===== config.mk =====
export PLATFORM = sky130hd
export DESIGN_NAME = vfc_voice_ctrl
export DESIGN_NICKNAME = d
export VERILOG_FILES = /design/src/rtl/vfc_pkg.sv /design/src/rtl/vfc_voice_ctrl.sv
export SDC_FILE = /design/constraint.sdc
export NUM_CORES = 1
export LEC_CHECK = 0
export ABC_AREA = 1
export BUFFER_PORTS_ARGS = -buffer_cell sky130_fd_sc_hd__buf_4
export CORE_ASPECT_RATIO = 1.75
export CORE_UTILIZATION = 48
export CTS_BUF_LIST = sky130_fd_sc_hd__clkbuf_16
export CTS_CLUSTER_SIZE = 14
export DETAILED_ROUTE_END_ITERATION = 12
export HOLD_SLACK_MARGIN = 0.08
export PLACE_DENSITY_LB_ADDON = 0.3
export SLEW_MARGIN = 20
export SYNTH_ARGS = -nofsm -noshare
export SYNTH_HDL_FRONTEND = slang
export SYNTH_SLANG_ARGS = --single-unit
export TNS_END_PERCENT = 1

===== constraint.sdc =====
create_clock -name ref_clk -period 5.3 [get_ports ref_clk]
set_input_delay 0.795 -clock ref_clk [delete_from_list [all_inputs] [get_ports ref_clk]]
set_output_delay 0.795 -clock ref_clk [all_outputs]
set_load 0.01 [all_outputs]

===== src/rtl/vfc_pkg.sv =====
package vfc_pkg;
   // Register byte offsets (printed offsets are not all multiples of four: index*4 on APB)
   localparam logic [13:0] IDX_RX_WRITE_INDEX = 14'h2764;
   localparam logic [13:0] IDX_RX_STATUS = 14'h276a;
   localparam logic [13:0] IDX_RX_DMA_LENGTH = 14'h276b;
   localparam logic [13:0] IDX_TX_IRQ_ENABLE = 14'h2770;
   localparam logic [13:0] IDX_RX_IRQ_ENABLE = 14'h2771;
   localparam logic [13:0] IDX_DMA_IRQ_ENABLE = 14'h2772;
   localparam logic [13:0] IDX_TX_IRQ_SOURCE = 14'h2773;
   localparam logic [13:0] IDX_RX_IRQ_SOURCE = 14'h2774;
   localparam logic [13:0] IDX_DMA_IRQ_SOURCE = 14'h2775;
   localparam logic [13:0] IDX_INTERFACE_SELECT = 14'h277a;
   localparam logic [13:0] IDX_PATH_CONTROL = 14'h277e;
   // Locally placed registers
   localparam logic [13:0] IDX_RX_READ_INDEX = 14'h2763;
   localparam logic [13:0] IDX_RX_BUFFER_CONTROL = 14'h2762;
   localparam logic [13:0] IDX_RX_MUTE_BYTE = 14'h2761;
   localparam logic [13:0] IDX_PATH_MUTE_HIGH = 14'h277c;
   localparam logic [13:0] IDX_PATH_MUTE_LOW = 14'h277d;
   // Field positions
   localparam int BIT_EMPTY = 7;
   localparam int BIT_FULL = 6;
   localparam int BIT_TX_DONE = 4;
   localparam int BIT_RX_DONE = 0;
   localparam int BIT_FILLING = 4;
   localparam int BIT_PUSH = 3;
   localparam int BIT_POP = 2;
   localparam int BIT_DEC_MUTE = 6;
   localparam int BIT_DEC_REINIT = 5;
   localparam int BIT_DEC_SPLIT = 4;
   localparam int BIT_ENC_MUTE = 2;
   localparam int BIT_ENC_REINIT = 1;
   localparam int BIT_ENC_PACK = 0;
   localparam int BIT_CLEAR = 1;
   localparam int BIT_FILL = 0;
   localparam int SEL_LSB = 5;
   // Buffer geometry and reset values
   localparam int DEPTH = 128;
   localparam logic [7:0] RST_BYTE = 8'h00;
   localparam logic [7:0] MASK_TX_EN = 8'hc0;
   localparam logic [7:0] MASK_DMA = 8'h11;
   localparam logic [7:0] MASK_SEL = 8'h60;
   localparam logic [7:0] MASK_PATH = 8'h55;
   // Interface selector codes
   typedef enum logic [1:0] {VFC_I2S, VFC_SPI, VFC_FIRST_UART, VFC_SECOND_UART} vfc_sel_t;
endpackage : vfc_pkg


===== src/rtl/vfc_voice_ctrl.sv =====
`timescale 1ns/1ps
module vfc_voice_ctrl (
   input wire logic ref_clk,
   input wire logic rst,
   // APB slave
   input wire logic psel,
   input wire logic penable,
   input wire logic pwrite,
   input wire logic [15:0] paddr,
   input wire logic [31:0] pwdata,
   output logic [31:0] prdata,
   output logic pready,
   output logic pslverr,
   // Receive buffer push (from receive DMA) and pop (to decoder side)
   input wire logic rx_push_valid,
   input wire logic [7:0] rx_push_data,
   output logic rx_push_ready,
   input wire logic rx_pop_req,
   output logic rx_pop_valid,
   output logic [7:0] rx_pop_data,
   // Event inputs from transmit buffer and DMA engines
   input wire logic tx_empty_cond,
   input wire logic tx_full_cond,
   input wire logic tx_dma_complete,
   input wire logic rx_dma_complete,
   output logic [7:0] rx_voice_dma_length,
   output logic [1:0] interface_selector,
   // Decoder to external: 16-bit words split into bytes
   input wire logic dec_word_valid,
   input wire logic [15:0] dec_word,
   output logic dec_word_ready,
   output logic ext_tx_valid,
   output logic [7:0] ext_tx_byte,
   input wire logic ext_tx_ready,
   // External to encoder: bytes packed into words
   input wire logic ext_rx_valid,
   input wire logic [7:0] ext_rx_byte,
   output logic enc_word_valid,
   output logic [15:0] enc_word
);
   // Byte index from a word-aligned APB address
   function automatic logic [13:0] byte_index(input logic [15:0] a);
      return a[15:2];
   endfunction : byte_index

   // Storage and pointers
   logic [7:0] mem [vfc_pkg::DEPTH];
   logic [7:0] wr_idx_q; // Write index, bit 7 is the wrap bit
   logic [7:0] rd_idx_q;
   logic [7:0] mute_byte_q;
   logic filling_q; // Mute fill in progress
   logic [6:0] fill_addr_q;
   logic overflow_q;
   logic underflow_q;
   logic [7:0] dma_len_q;
   logic [7:0] tx_en_q, rx_en_q, dma_en_q;
   logic [7:0] tx_src_q, rx_src_q, dma_src_q;
   logic [7:0] sel_q;
   logic [7:0] path_q;
   logic [7:0] mute_hi_q, mute_lo_q;
   logic buf_empty, buf_full;
   logic wr_en, rd_en;
   logic [13:0] idx;
   logic do_push, do_pop;

   assign wr_en = psel & penable & pwrite;
   assign rd_en = psel & penable & ~pwrite;
   assign idx = byte_index(paddr);
   assign pready = 1'b1; // Zero wait states
   assign pslverr = 1'b0;

   // Pointer compare
   assign buf_empty = (wr_idx_q == rd_idx_q);
   assign buf_full = (wr_idx_q[6:0] == rd_idx_q[6:0]) && (wr_idx_q[7] != rd_idx_q[7]);
   // Pushes and pops stall while filling; that keeps fill writes from racing data
   assign rx_push_ready = ~buf_full & ~filling_q;
   assign do_push = rx_push_valid & rx_push_ready;
   assign do_pop = rx_pop_req & ~buf_empty & ~filling_q;

   // Control writes that act as commands
   logic clr_cmd, fill_cmd;
   assign clr_cmd = wr_en && idx == vfc_pkg::IDX_RX_BUFFER_CONTROL && pwdata[vfc_pkg::BIT_CLEAR];
   assign fill_cmd = wr_en && idx == vfc_pkg::IDX_RX_BUFFER_CONTROL && pwdata[vfc_pkg::BIT_FILL];

   // Write index
   always_ff @(posedge ref_clk or posedge rst) begin
      if (rst) begin
         wr_idx_q <= vfc_pkg::RST_BYTE;
      end else if (clr_cmd) begin
         wr_idx_q <= vfc_pkg::RST_BYTE;
      end else if (wr_en && idx == vfc_pkg::IDX_RX_WRITE_INDEX) begin
         wr_idx_q <= pwdata[7:0];
      end else if (do_push) begin
         wr_idx_q <= wr_idx_q + 8'h01;
      end
   end

   // Read index
   always_ff @(posedge ref_clk or posedge rst) begin
      if (rst) begin
         rd_idx_q <= vfc_pkg::RST_BYTE;
      end else if (clr_cmd) begin
         rd_idx_q <= vfc_pkg::RST_BYTE;
      end else if (wr_en && idx == vfc_pkg::IDX_RX_READ_INDEX) begin
         rd_idx_q <= pwdata[7:0];
      end else if (do_pop) begin
         rd_idx_q <= rd_idx_q + 8'h01;
      end
   end

   // Overflow and underflow record; clear wins only when no new error
   always_ff @(posedge ref_clk or posedge rst) begin
      if (rst) begin
         overflow_q <= 1'b0;
         underflow_q <= 1'b0;
      end else begin
         overflow_q <= (overflow_q & ~clr_cmd) | (rx_push_valid & buf_full);
         underflow_q <= (underflow_q & ~clr_cmd) | (rx_pop_req & buf_empty);
      end
   end

   // Mute fill sequencer, one entry per clock
   always_ff @(posedge ref_clk or posedge rst) begin
      if (rst) begin
         filling_q <= 1'b0;
         fill_addr_q <= 7'h00;
      end else if (fill_cmd && !filling_q) begin
         filling_q <= 1'b1;
         fill_addr_q <= 7'h00;
      end else if (filling_q) begin
         fill_addr_q <= fill_addr_q + 7'h01;
         if (fill_addr_q == 7'h7f) begin
            filling_q <= 1'b0;
         end
      end
   end

   // Storage array, no reset
   always_ff @(posedge ref_clk) begin
      if (filling_q) begin
         mem[fill_addr_q] <= mute_byte_q;
      end else if (do_push) begin
         mem[wr_idx_q[6:0]] <= rx_push_data;
      end
   end

   // Pop data and push/pop activity flags
   logic push_active_q, pop_active_q;
   always_ff @(posedge ref_clk or posedge rst) begin
      if (rst) begin
         rx_pop_valid <= 1'b0;
         rx_pop_data <= vfc_pkg::RST_BYTE;
         push_active_q <= 1'b0;
         pop_active_q <= 1'b0;
      end else begin
         rx_pop_valid <= do_pop;
         push_active_q <= do_push;
         pop_active_q <= do_pop;
         if (do_pop) begin
            rx_pop_data <= mem[rd_idx_q[6:0]];
         end
      end
   end

   // Plain configuration registers; unused bits are masked (software writes zero)
   always_ff @(posedge ref_clk or posedge rst) begin
      if (rst) begin
         dma_len_q <= vfc_pkg::RST_BYTE;
         tx_en_q <= vfc_pkg::RST_BYTE;
         rx_en_q <= vfc_pkg::RST_BYTE;
         dma_en_q <= vfc_pkg::RST_BYTE;
         sel_q <= vfc_pkg::RST_BYTE;
         mute_byte_q <= vfc_pkg::RST_BYTE;
         mute_hi_q <= vfc_pkg::RST_BYTE;
         mute_lo_q <= vfc_pkg::RST_BYTE;
      end else if (wr_en) begin
         unique case (idx)
            vfc_pkg::IDX_RX_DMA_LENGTH: dma_len_q <= pwdata[7:0];
            vfc_pkg::IDX_TX_IRQ_ENABLE: tx_en_q <= pwdata[7:0] & vfc_pkg::MASK_TX_EN;
            vfc_pkg::IDX_RX_IRQ_ENABLE: rx_en_q <= pwdata[7:0] & vfc_pkg::MASK_TX_EN;
            vfc_pkg::IDX_DMA_IRQ_ENABLE: dma_en_q <= pwdata[7:0] & vfc_pkg::MASK_DMA;
            vfc_pkg::IDX_INTERFACE_SELECT: sel_q <= pwdata[7:0] & vfc_pkg::MASK_SEL;
            vfc_pkg::IDX_RX_MUTE_BYTE: mute_byte_q <= pwdata[7:0];
            vfc_pkg::IDX_PATH_MUTE_HIGH: mute_hi_q <= pwdata[7:0];
            vfc_pkg::IDX_PATH_MUTE_LOW: mute_lo_q <= pwdata[7:0];
            default: ;
         endcase
      end
   end

   // Path control; reinit bits are one-shot and self-clear
   always_ff @(posedge ref_clk or posedge rst) begin
      if (rst) begin
         path_q <= vfc_pkg::RST_BYTE;
      end else if (wr_en && idx == vfc_pkg::IDX_PATH_CONTROL) begin
         path_q <= pwdata[7:0] & 8'h7f;
      end else begin
         path_q[vfc_pkg::BIT_DEC_REINIT] <= 1'b0;
         path_q[vfc_pkg::BIT_ENC_REINIT] <= 1'b0;
      end
   end

   // Sticky sources: set wins over a software write of zero
   logic [7:0] tx_set, rx_set, dma_set;
   assign tx_set = {tx_en_q[vfc_pkg::BIT_EMPTY] & tx_empty_cond,
                    tx_en_q[vfc_pkg::BIT_FULL] & tx_full_cond, 6'h00};
   assign rx_set = {rx_en_q[vfc_pkg::BIT_EMPTY] & buf_empty,
                    rx_en_q[vfc_pkg::BIT_FULL] & buf_full, 6'h00};
   assign dma_set = {3'h0, dma_en_q[vfc_pkg::BIT_TX_DONE] & tx_dma_complete, 3'h0,
                     dma_en_q[vfc_pkg::BIT_RX_DONE] & rx_dma_complete};
   always_ff @(posedge ref_clk or posedge rst) begin
      if (rst) begin
         tx_src_q <= vfc_pkg::RST_BYTE;
         rx_src_q <= vfc_pkg::RST_BYTE;
         dma_src_q <= vfc_pkg::RST_BYTE;
      end else begin
         tx_src_q <= ((wr_en && idx == vfc_pkg::IDX_TX_IRQ_SOURCE) ?
                      pwdata[7:0] & vfc_pkg::MASK_TX_EN : tx_src_q) | tx_set;
         rx_src_q <= ((wr_en && idx == vfc_pkg::IDX_RX_IRQ_SOURCE) ?
                      pwdata[7:0] & vfc_pkg::MASK_TX_EN : rx_src_q) | rx_set;
         dma_src_q <= ((wr_en && idx == vfc_pkg::IDX_DMA_IRQ_SOURCE) ?
                       pwdata[7:0] & vfc_pkg::MASK_DMA : dma_src_q) | dma_set;
      end
   end

   // Decoder splitter: high byte first, then low
   logic dec_half_q; // 1 while low byte pending
   logic [7:0] dec_low_q;
   logic dec_split, dec_mute;
   assign dec_split = path_q[vfc_pkg::BIT_DEC_SPLIT];
   assign dec_mute = path_q[vfc_pkg::BIT_DEC_MUTE] & dec_split;
   assign dec_word_ready = ~dec_half_q & (~ext_tx_valid | ext_tx_ready);
   always_ff @(posedge ref_clk or posedge rst) begin
      if (rst) begin
         dec_half_q <= 1'b0;
         dec_low_q <= vfc_pkg::RST_BYTE;
         ext_tx_valid <= 1'b0;
         ext_tx_byte <= vfc_pkg::RST_BYTE;
      end else if (path_q[vfc_pkg::BIT_DEC_REINIT]) begin
         dec_half_q <= 1'b0;
         ext_tx_valid <= 1'b0;
      end else if (~ext_tx_valid | ext_tx_ready) begin
         if (dec_half_q) begin
            ext_tx_valid <= 1'b1;
            ext_tx_byte <= dec_low_q;
            dec_half_q <= 1'b0;
         end else if (dec_word_valid) begin
            ext_tx_valid <= 1'b1;
            if (dec_split) begin
               ext_tx_byte <= dec_mute ? mute_hi_q : dec_word[15:8];
               dec_low_q <= dec_mute ? mute_lo_q : dec_word[7:0];
               dec_half_q <= 1'b1;
            end else begin
               ext_tx_byte <= dec_word[7:0];
            end
         end else begin
            ext_tx_valid <= 1'b0;
         end
      end
   end

   // Encoder packer: first byte forms high half
   logic enc_half_q;
   logic enc_pack, enc_mute;
   logic [7:0] enc_in;
   assign enc_pack = path_q[vfc_pkg::BIT_ENC_PACK];
   assign enc_mute = path_q[vfc_pkg::BIT_ENC_MUTE] & enc_pack;
   assign enc_in = enc_mute ? (enc_half_q ? mute_lo_q : mute_hi_q) : ext_rx_byte;
   always_ff @(posedge ref_clk or posedge rst) begin
      if (rst) begin
         enc_half_q <= 1'b0;
         enc_word_valid <= 1'b0;
         enc_word <= 16'h0000;
      end else if (path_q[vfc_pkg::BIT_ENC_REINIT]) begin
         enc_half_q <= 1'b0;
         enc_word_valid <= 1'b0;
      end else begin
         enc_word_valid <= 1'b0;
         if (ext_rx_valid) begin
            if (!enc_pack) begin
               enc_word <= {8'h00, ext_rx_byte};
               enc_word_valid <= 1'b1;
            end else if (!enc_half_q) begin
               enc_word[15:8] <= enc_in;
               enc_half_q <= 1'b1;
            end else begin
               enc_word[7:0] <= enc_in;
               enc_half_q <= 1'b0;
               enc_word_valid <= 1'b1;
            end
         end
      end
   end

   assign rx_voice_dma_length = dma_len_q;
   assign interface_selector = sel_q[6:5];

   // Read mux
   always_comb begin
      prdata = 32'h0000_0000;
      if (rd_en) begin
         unique case (idx)
            vfc_pkg::IDX_RX_WRITE_INDEX: prdata[7:0] = wr_idx_q;
            vfc_pkg::IDX_RX_READ_INDEX: prdata[7:0] = rd_idx_q;
            vfc_pkg::IDX_RX_STATUS: prdata[7:0] = {3'h0, filling_q, push_active_q,
                                                   pop_active_q, 2'h0};
            vfc_pkg::IDX_RX_DMA_LENGTH: prdata[7:0] = dma_len_q;
            vfc_pkg::IDX_TX_IRQ_ENABLE: prdata[7:0] = tx_en_q;
            vfc_pkg::IDX_RX_IRQ_ENABLE: prdata[7:0] = rx_en_q;
            vfc_pkg::IDX_DMA_IRQ_ENABLE: prdata[7:0] = dma_en_q;
            vfc_pkg::IDX_TX_IRQ_SOURCE: prdata[7:0] = tx_src_q;
            vfc_pkg::IDX_RX_IRQ_SOURCE: prdata[7:0] = rx_src_q;
            vfc_pkg::IDX_DMA_IRQ_SOURCE: prdata[7:0] = dma_src_q;
            vfc_pkg::IDX_INTERFACE_SELECT: prdata[7:0] = sel_q;
            vfc_pkg::IDX_PATH_CONTROL: prdata[7:0] = path_q;
            vfc_pkg::IDX_RX_MUTE_BYTE: prdata[7:0] = mute_byte_q;
            vfc_pkg::IDX_PATH_MUTE_HIGH: prdata[7:0] = mute_hi_q;
            vfc_pkg::IDX_PATH_MUTE_LOW: prdata[7:0] = mute_lo_q;
            vfc_pkg::IDX_RX_BUFFER_CONTROL: prdata[7:0] = {6'h00, overflow_q, underflow_q};
            default: prdata = 32'h0000_0000;
         endcase
      end
   end
endmodule : vfc_voice_ctrl


==> results of run 1 <==
[cell type report]
cell class	count	area, sq um	share of cell area [%]
clock buffer	105	2628	4.825
clock inverter	64	347.8	0.6388
inverter	293	1120	2.057
multi-input combinational	2987	13350	24.52
sequential	1149	33890	62.24
tap	1334	1669	3.065
timing repair buffer	176	1446	2.656
[final timing paths]
kind                                                 start                    endpoint  slack [ns]  cells after the start
worst max-delay path               rd_idx_q[3]$_DFFE_PP0P_        mem[41][6]$_DFFE_PP_        0.80                     11
worst min-delay path                                   rst      dma_src_q[4]$_DFF_PP0_        0.13                      2
worst max register to register     rd_idx_q[3]$_DFFE_PP0P_        mem[41][6]$_DFFE_PP_        0.80                     11
worst min register to register  rx_pop_data[6]$_DFFE_PP0P_  rx_pop_data[6]$_DFFE_PP0P_        0.48                      2
max in group asynchronous                              rst     rd_idx_q[1]$_DFFE_PP0P_        4.04                      3
min in group ref_clk                         tx_empty_cond       tx_src_q[7]$_DFF_PP0_        0.32                      3
[Yosys cell counts, types with 10 or more instances]
cell      number
o211ai_1      37
nor3_1        11
a21oi_1       30
o21ai_0      154
nand2_2       13
nand3_1      888
edfxtp_1    1024
or2_2         38
buf_4         26
dfrtp_1      125
inv_1        279
nor2_1       265
buf_2         39
nand4_1       26
xor2_1        10
clkbuf_1     186
o22ai_1       24
nand2_1     1414
buf_1         38
[power breakdown]
group | internal (mW) | switching [mW] | total (mW)
combinational | 2.00 | 5.83 | 7.83
sequential | 10.3 | 0.169 | 10.5
clock | 3.64 | 3.19 | 6.84
total | 16.0 | 9.19 | 25.2
[routing by layer]
layer  up-vias  GRT usage, %  part of all wire, %
met5         -             0                    0
met4         0         19.73                  8.2
met3       424         3.501                  5.5
met2      1383         47.85                   52
met1     16510         28.53                   34
li1      16020             -                    -
[cells by family (layout without fill, tap and decap cells)]
| family | Yosys count | after routing |
|---|---|---|
| xor gates and xnor gates | 15 | 15 |
| DFF | 1149 | 1149 |
| AOI/OAI and AO/OA | 267 | 267 |
| adders and majority gates | 3 | 3 |
| other | 2 | 26 |
| and+or+nand+nor | 2676 | 2676 |
| buffers and inverters | 583 | 638 |
[cells in the final DEF (no fill, tap or decap), drive strengths merged, types with 5 or more instances in the layout]
| cell type | count |
|---|---|
| a21oi | 31 |
| a22oi | 7 |
| buf | 176 |
| clkbuf | 105 |
| clkinv | 41 |
| conb | 26 |
| dfrtp | 125 |
| edfxtp | 1024 |
| inv | 310 |
| nand2 | 1427 |
| nand3 | 890 |
| nand4 | 33 |
| nor2 | 272 |
| nor3 | 11 |
| o2111ai | 7 |
| o211ai | 37 |
| o21ai | 156 |
| o22ai | 24 |
| or2 | 38 |
| xnor2 | 5 |
| xor2 | 10 |
[worst max-delay path: stages (launching register included)]
cell,delay [ns]
dfrtp_2,0.76
inv_2,0.07
nand2_1,0.07
nand4_1,0.24
nor2_1,0.23
nand3_2,0.34
nand3_4,0.38
nand2_1,0.09
nand2_1,0.27
nand4_2,0.57
buf_4,0.42
nor2_1,0.62
[per-stage QoR]
stage / cell area (sq um) / setup slack (ns)
floorplan: 49510 / 1.177
global placement: 51480 / 0.9818
detailed placement: 51480 / 0.8766
CTS: 54450 / 0.8523
global route: 54450 / 0.6647
finish: 54450 / 0.8029
==> flow_summary.toml, run 1 <==
[final_layout]
post-route-util_pct = 53.38
area_growth_pct = 10.18
fin_cells = 6108
top_regs = "mem: 1024 flops, enc_word: 16 flops"
antenna_cells = 0
final_layout_size_suffix_gt1_share_pct = 8.253
nNetsFinal = 4805
largest_register_ffs = 1024
regMostFlops = "mem"
n_fill_cell = 8792

[sta]
tightest_slew_ns = 1.061
finalHoldViolCount = 0
timing.final.max_slew_violations = 0
finalCriticalPeriod_ns = 4.497
setup_viol = 0
max_slew_margin_pct = 29.01
tns_ns = 0
period_share_pct = 84.85
fmax_ghz = 0.2224
rsz0062_at_grt = "no"
skew_ns = 0.02487
hold_ws_ns = 0.1298

[cts]
cts.clk_slew.worst_paths_ns = 0.06
numCtsBuffers = 101
cts_resized = 0
clock_sinks = 1149
cts_root_buffer = "clkbuf_16"
tritoncts = "yes"
cts_setup_buffers = 0
ctsHoldBuffers = 0
h-tree-depth = 3
clk_path_buf_depth = 3
clock_latency_ns = 0.71

[global_route]
grt_max_degree = 192
grt_usage_pct = 26.67
grt_pass1_vias = 33380
grt_overflow = 0
antenna_found_initial = 0
grt_first_pass_wirelength_um = 205400

[yosys]
ys_seq_elements = 1149
synth_top_family_by_area = "simple AND/OR/NAND/NOR gates"
synthDistinctLibCells = 43
synth-main-ff-cell = "edfxtp_1"
muxShareOfSynthArea_pct = 0
postSynthCellCount = 4695
yosys.area.top_type = "edfxtp_1"
synth_edf_count = 1024
synth_xor_area_share_pct = 0.2658
yosys.area_share.simple_pct = 23.25
seq_area_frac_synth_pct = 68.55
yosysWarnings = 0
synth.area.top_cells = "edfxtp_1 (62%), nand2_1 (11%), nand3_1 (9.0%)"
netlist.area_leader.share_pct = 62.22
synth.avg_cell_area_sq_um = 10.53
synth-adder-area-share_pct = 0.07595
syn-cell-area_sq_um = 49420
synthArstFlopShare_pct = 10.88
synth_compound_area_share_pct = 3.101

[power_and_ir_drop]
powerDensity_nw_per_um2 = 462.1
power_leakage_nw = 20.91
peakVddDrop_mv = 0.4259
fin_total_pwr_mw = 25.16

[floorplanning]
dieWidth_um = 244.6
dieArea_sq_um = 104300
start_util_pct = 48.45
io_pins = 175
core_area_sq_um = 102000
rows = 155
die_y_um = 426.5

[critical_path]
cp_data_required_time_ns = 5.62
endpoint_kind = "flop"
start_kind = "flop"
crit_fanout = 27
crit_type = "flop to flop"
cp.arrival_ns = 4.82

[placed_design]
dp.cells = 5939
globalplace.congestion = 1.013
io_buffers = 122
dpl.hpwl_um = 88090

[detailed_routing]
drt-total-wl_um = 139100
ant_nets = 0
drt_iter0_markers = 3243
vias_per_cell = 5.620
remaining_drc_errors = 0
vias = 34330
wire_per_inst_um = 22.77
dr.pass1.iters = 6

[hold_path]
hold_path.class = "input pin to asynchronous set/reset pin"

[status]
status = "complete, no violations"

[job]
maxCapViolCount = 0
No activity file was read; power rests on OpenSTA's default activity.
==> run 2, diff against run 1 <==
==> constraint.sdc (replaced) <==
create_clock -name ref_clk -period 3.7 [get_ports ref_clk]
set_input_delay 0.555 -clock ref_clk [delete_from_list [all_inputs] [get_ports ref_clk]]
set_output_delay 0.555 -clock ref_clk [all_outputs]
set_load 0.01 [all_outputs]
==> flow_summary.toml, run 2 (synthesized netlist as in run 1, its figures left out) <==
[status]
status = "complete, no violations"

[detailed_routing]
wl_met1_um = 48450
vias_per_cell = 5.564
wl_met3_um = 7694
dr.pass1.iters = 8
wl_met2_um = 70870
vias = 34800
drt-total-wl_um = 137900
wire_per_inst_um = 22.05
routed.top_layer = "met4"
remaining_drc_errors = 0
drt_iter0_markers = 3293
ant_nets = 0

[placed_design]
dpl.hpwl_um = 87370
pre_cts_ws_ns = 0.4788
io_buffers = 122
dpl_cell_area_sq_um = 52830
globalplace.congestion = 1.021

[critical_path]
critPathMaxStageDelay_ns = 0.65
crit_start = "wr_idx_q[3]$_DFFE_PP0P_"
rr_worst_depth = 12
rrSetupSlack_ns = 0.41
path_depth = 12
start_kind = "flop"
cp_slowest_cell = "nor2_1"
cp_data_required_time_ns = 4.04
cp.arrival_ns = 3.63
crit_buf_inv = 3
reg2reg_to = "mem[102][5]$_DFFE_PP_"
crit_fanout = 15
endpoint_kind = "flop"
setup.worst_path.end = "mem[102][5]$_DFFE_PP_"
crit_family = "simple AND/OR/NAND/NOR gates"
path_cells = "inv_1, nand2_1, nand4_1, nor2_1, nand3_2, nand3_4, buf_4, nand2_1, o21ai_2, nand4_2, buf_4, nor2_1"
crit_type = "flop to flop"
r2r_start = "wr_idx_q[3]$_DFFE_PP0P_"

[cts]
cts_root_buffer = "clkbuf_16"
numCtsBuffers = 98
clock_sinks = 1149
h-tree-depth = 3
cts_resized = 0
clk_path_buf_depth = 3
ctsHoldBuffers = 7
cts.clk_slew.worst_paths_ns = 0.07
tritoncts = "yes"
cts_setup_buffers = 0
clock_latency_ns = 0.72

[sta]
rsz0062_at_grt = "no"
finalCriticalPeriod_ns = 3.289
max_slew_margin_pct = 32.12
timing.final.max_slew_violations = 0
setup_viol = 0
setup_ws_ns = 0.4111
tightest_slew_ns = 1.016
skew_ns = 0.02786
period_share_pct = 88.89
fmax_ghz = 0.3041
tns_ns = 0
finalHoldViolCount = 0

[global_route]
grt_max_degree = 166
antenna_found_initial = 1
grt_overflow = 0
grt_first_pass_wirelength_um = 206900
grt_usage_pct = 26.60
grt_pass1_vias = 34200

[power_and_ir_drop]
powerDensity_nw_per_um2 = 645.2
peakVddDrop_mv = 0.5140
power.switching_mw = 13.06
seqPwrFrac_pct = 41.6
power_leakage_nw = 21.80
p_sw_share_pct = 36.26
pwr-share-comb_pct = 31.8
p_clk_share_pct = 26.6
internal_power_mw = 22.95

[final_layout]
nNetsFinal = 4951
final_common_cell = "nand2_1"
regMostFlops = "mem"
area_growth_pct = 12.94
largest_register_ffs = 1024
top_regs = "mem: 1024 flops, enc_word: 16 flops"
final_area_sq_um = 55820
final_layout_size_suffix_gt1_share_pct = 10.84
final_cell_mix = "nand2_1 (1406), edfxtp_1 (1024), nand3_1 (888)"

[hold_path]
hold_path.class = "input pin to flop"

[floorplanning]
dieArea_sq_um = 104300
core_area_sq_um = 102000
rows = 155
io_pins = 175
start_util_pct = 48.45
die_y_um = 426.5
dieWidth_um = 244.6

[job]
maxCapViolCount = 0
==> run 2: per-stage QoR <==
stage	instances	hold WS, ns	utilization [%]	total power [mW]
global placement	6081	0.4677	51.79	26.44
finish	6254	0.1297	54.72	36.01
CTS	6253	0.08113	54.71	36.08
global route	6254	0.1721	54.72	37.53
detailed placement	6081	0.4727	51.79	26.60
floorplan	4719	0.4530	-	22.21
==> run 2: layout make-up <==
type | instances | area (sq um)
diodes | 1 | 2.502
clock buffers | 100 | 2502
clock inverters | 65 | 410.4
fillers | 8701 | 46190
inverters | 293 | 1121
multi-input cells | 2987 | 13350
flip-flops and latches | 1149 | 33890
well taps | 1334 | 1669
repair buffers | 325 | 2870
==> run 2: routing by layer <==
layer  track usage, %  vias to the layer above
met4            19.50                        0
li1                 -                    16280
met1            29.39                    16770
met5                0                        -
met3            3.281                      410
met2            46.94                     1343
==> run 2: worst min-delay path by stage <==
| stage | startpoint | end | depth (start not counted) |
|---|---|---|---|
| CTS | ext_tx_ready | ext_tx_valid$_DFFE_PP0P_ | 4 |
| detailed placement | rx_pop_data[0]$_DFFE_PP0P_ | rx_pop_data[0]$_DFFE_PP0P_ | 2 |
| finish | ext_tx_ready | ext_tx_valid$_DFFE_PP0P_ | 4 |
| floorplan | mute_hi_q[4]$_DFFE_PP0P_ | mute_hi_q[4]$_DFFE_PP0P_ | 2 |
| global route | ext_tx_ready | ext_tx_valid$_DFFE_PP0P_ | 4 |
| global placement | enc_word[7]$_DFFE_PP0P_ | enc_word[7]$_DFFE_PP0P_ | 2 |
==> run 2: worst reg2reg max path, stage by stage, from the launching register on <==
cell and delay, ns:
dfrtp_1 0.54, inv_1 0.13, nand2_1 0.08, nand4_1 0.09
nor2_1 0.20, nand3_2 0.14, nand3_4 0.17, buf_4 0.22
nand2_1 0.08, o21ai_2 0.17, nand4_2 0.12, buf_4 0.32
nor2_1 0.66
==> run 2: power by group through the flow <==
stage / registers (mW) / logic [mW] / clock network [mW]
floorplan: 15.3 / 6.94 / 0
global placement: 15.2 / 11.2 / 0
detailed placement: 15.3 / 11.3 / 0
CTS: 15.0 / 11.4 / 9.70
global route: 15.0 / 12.4 / 10.1
finish: 15.0 / 11.5 / 9.57
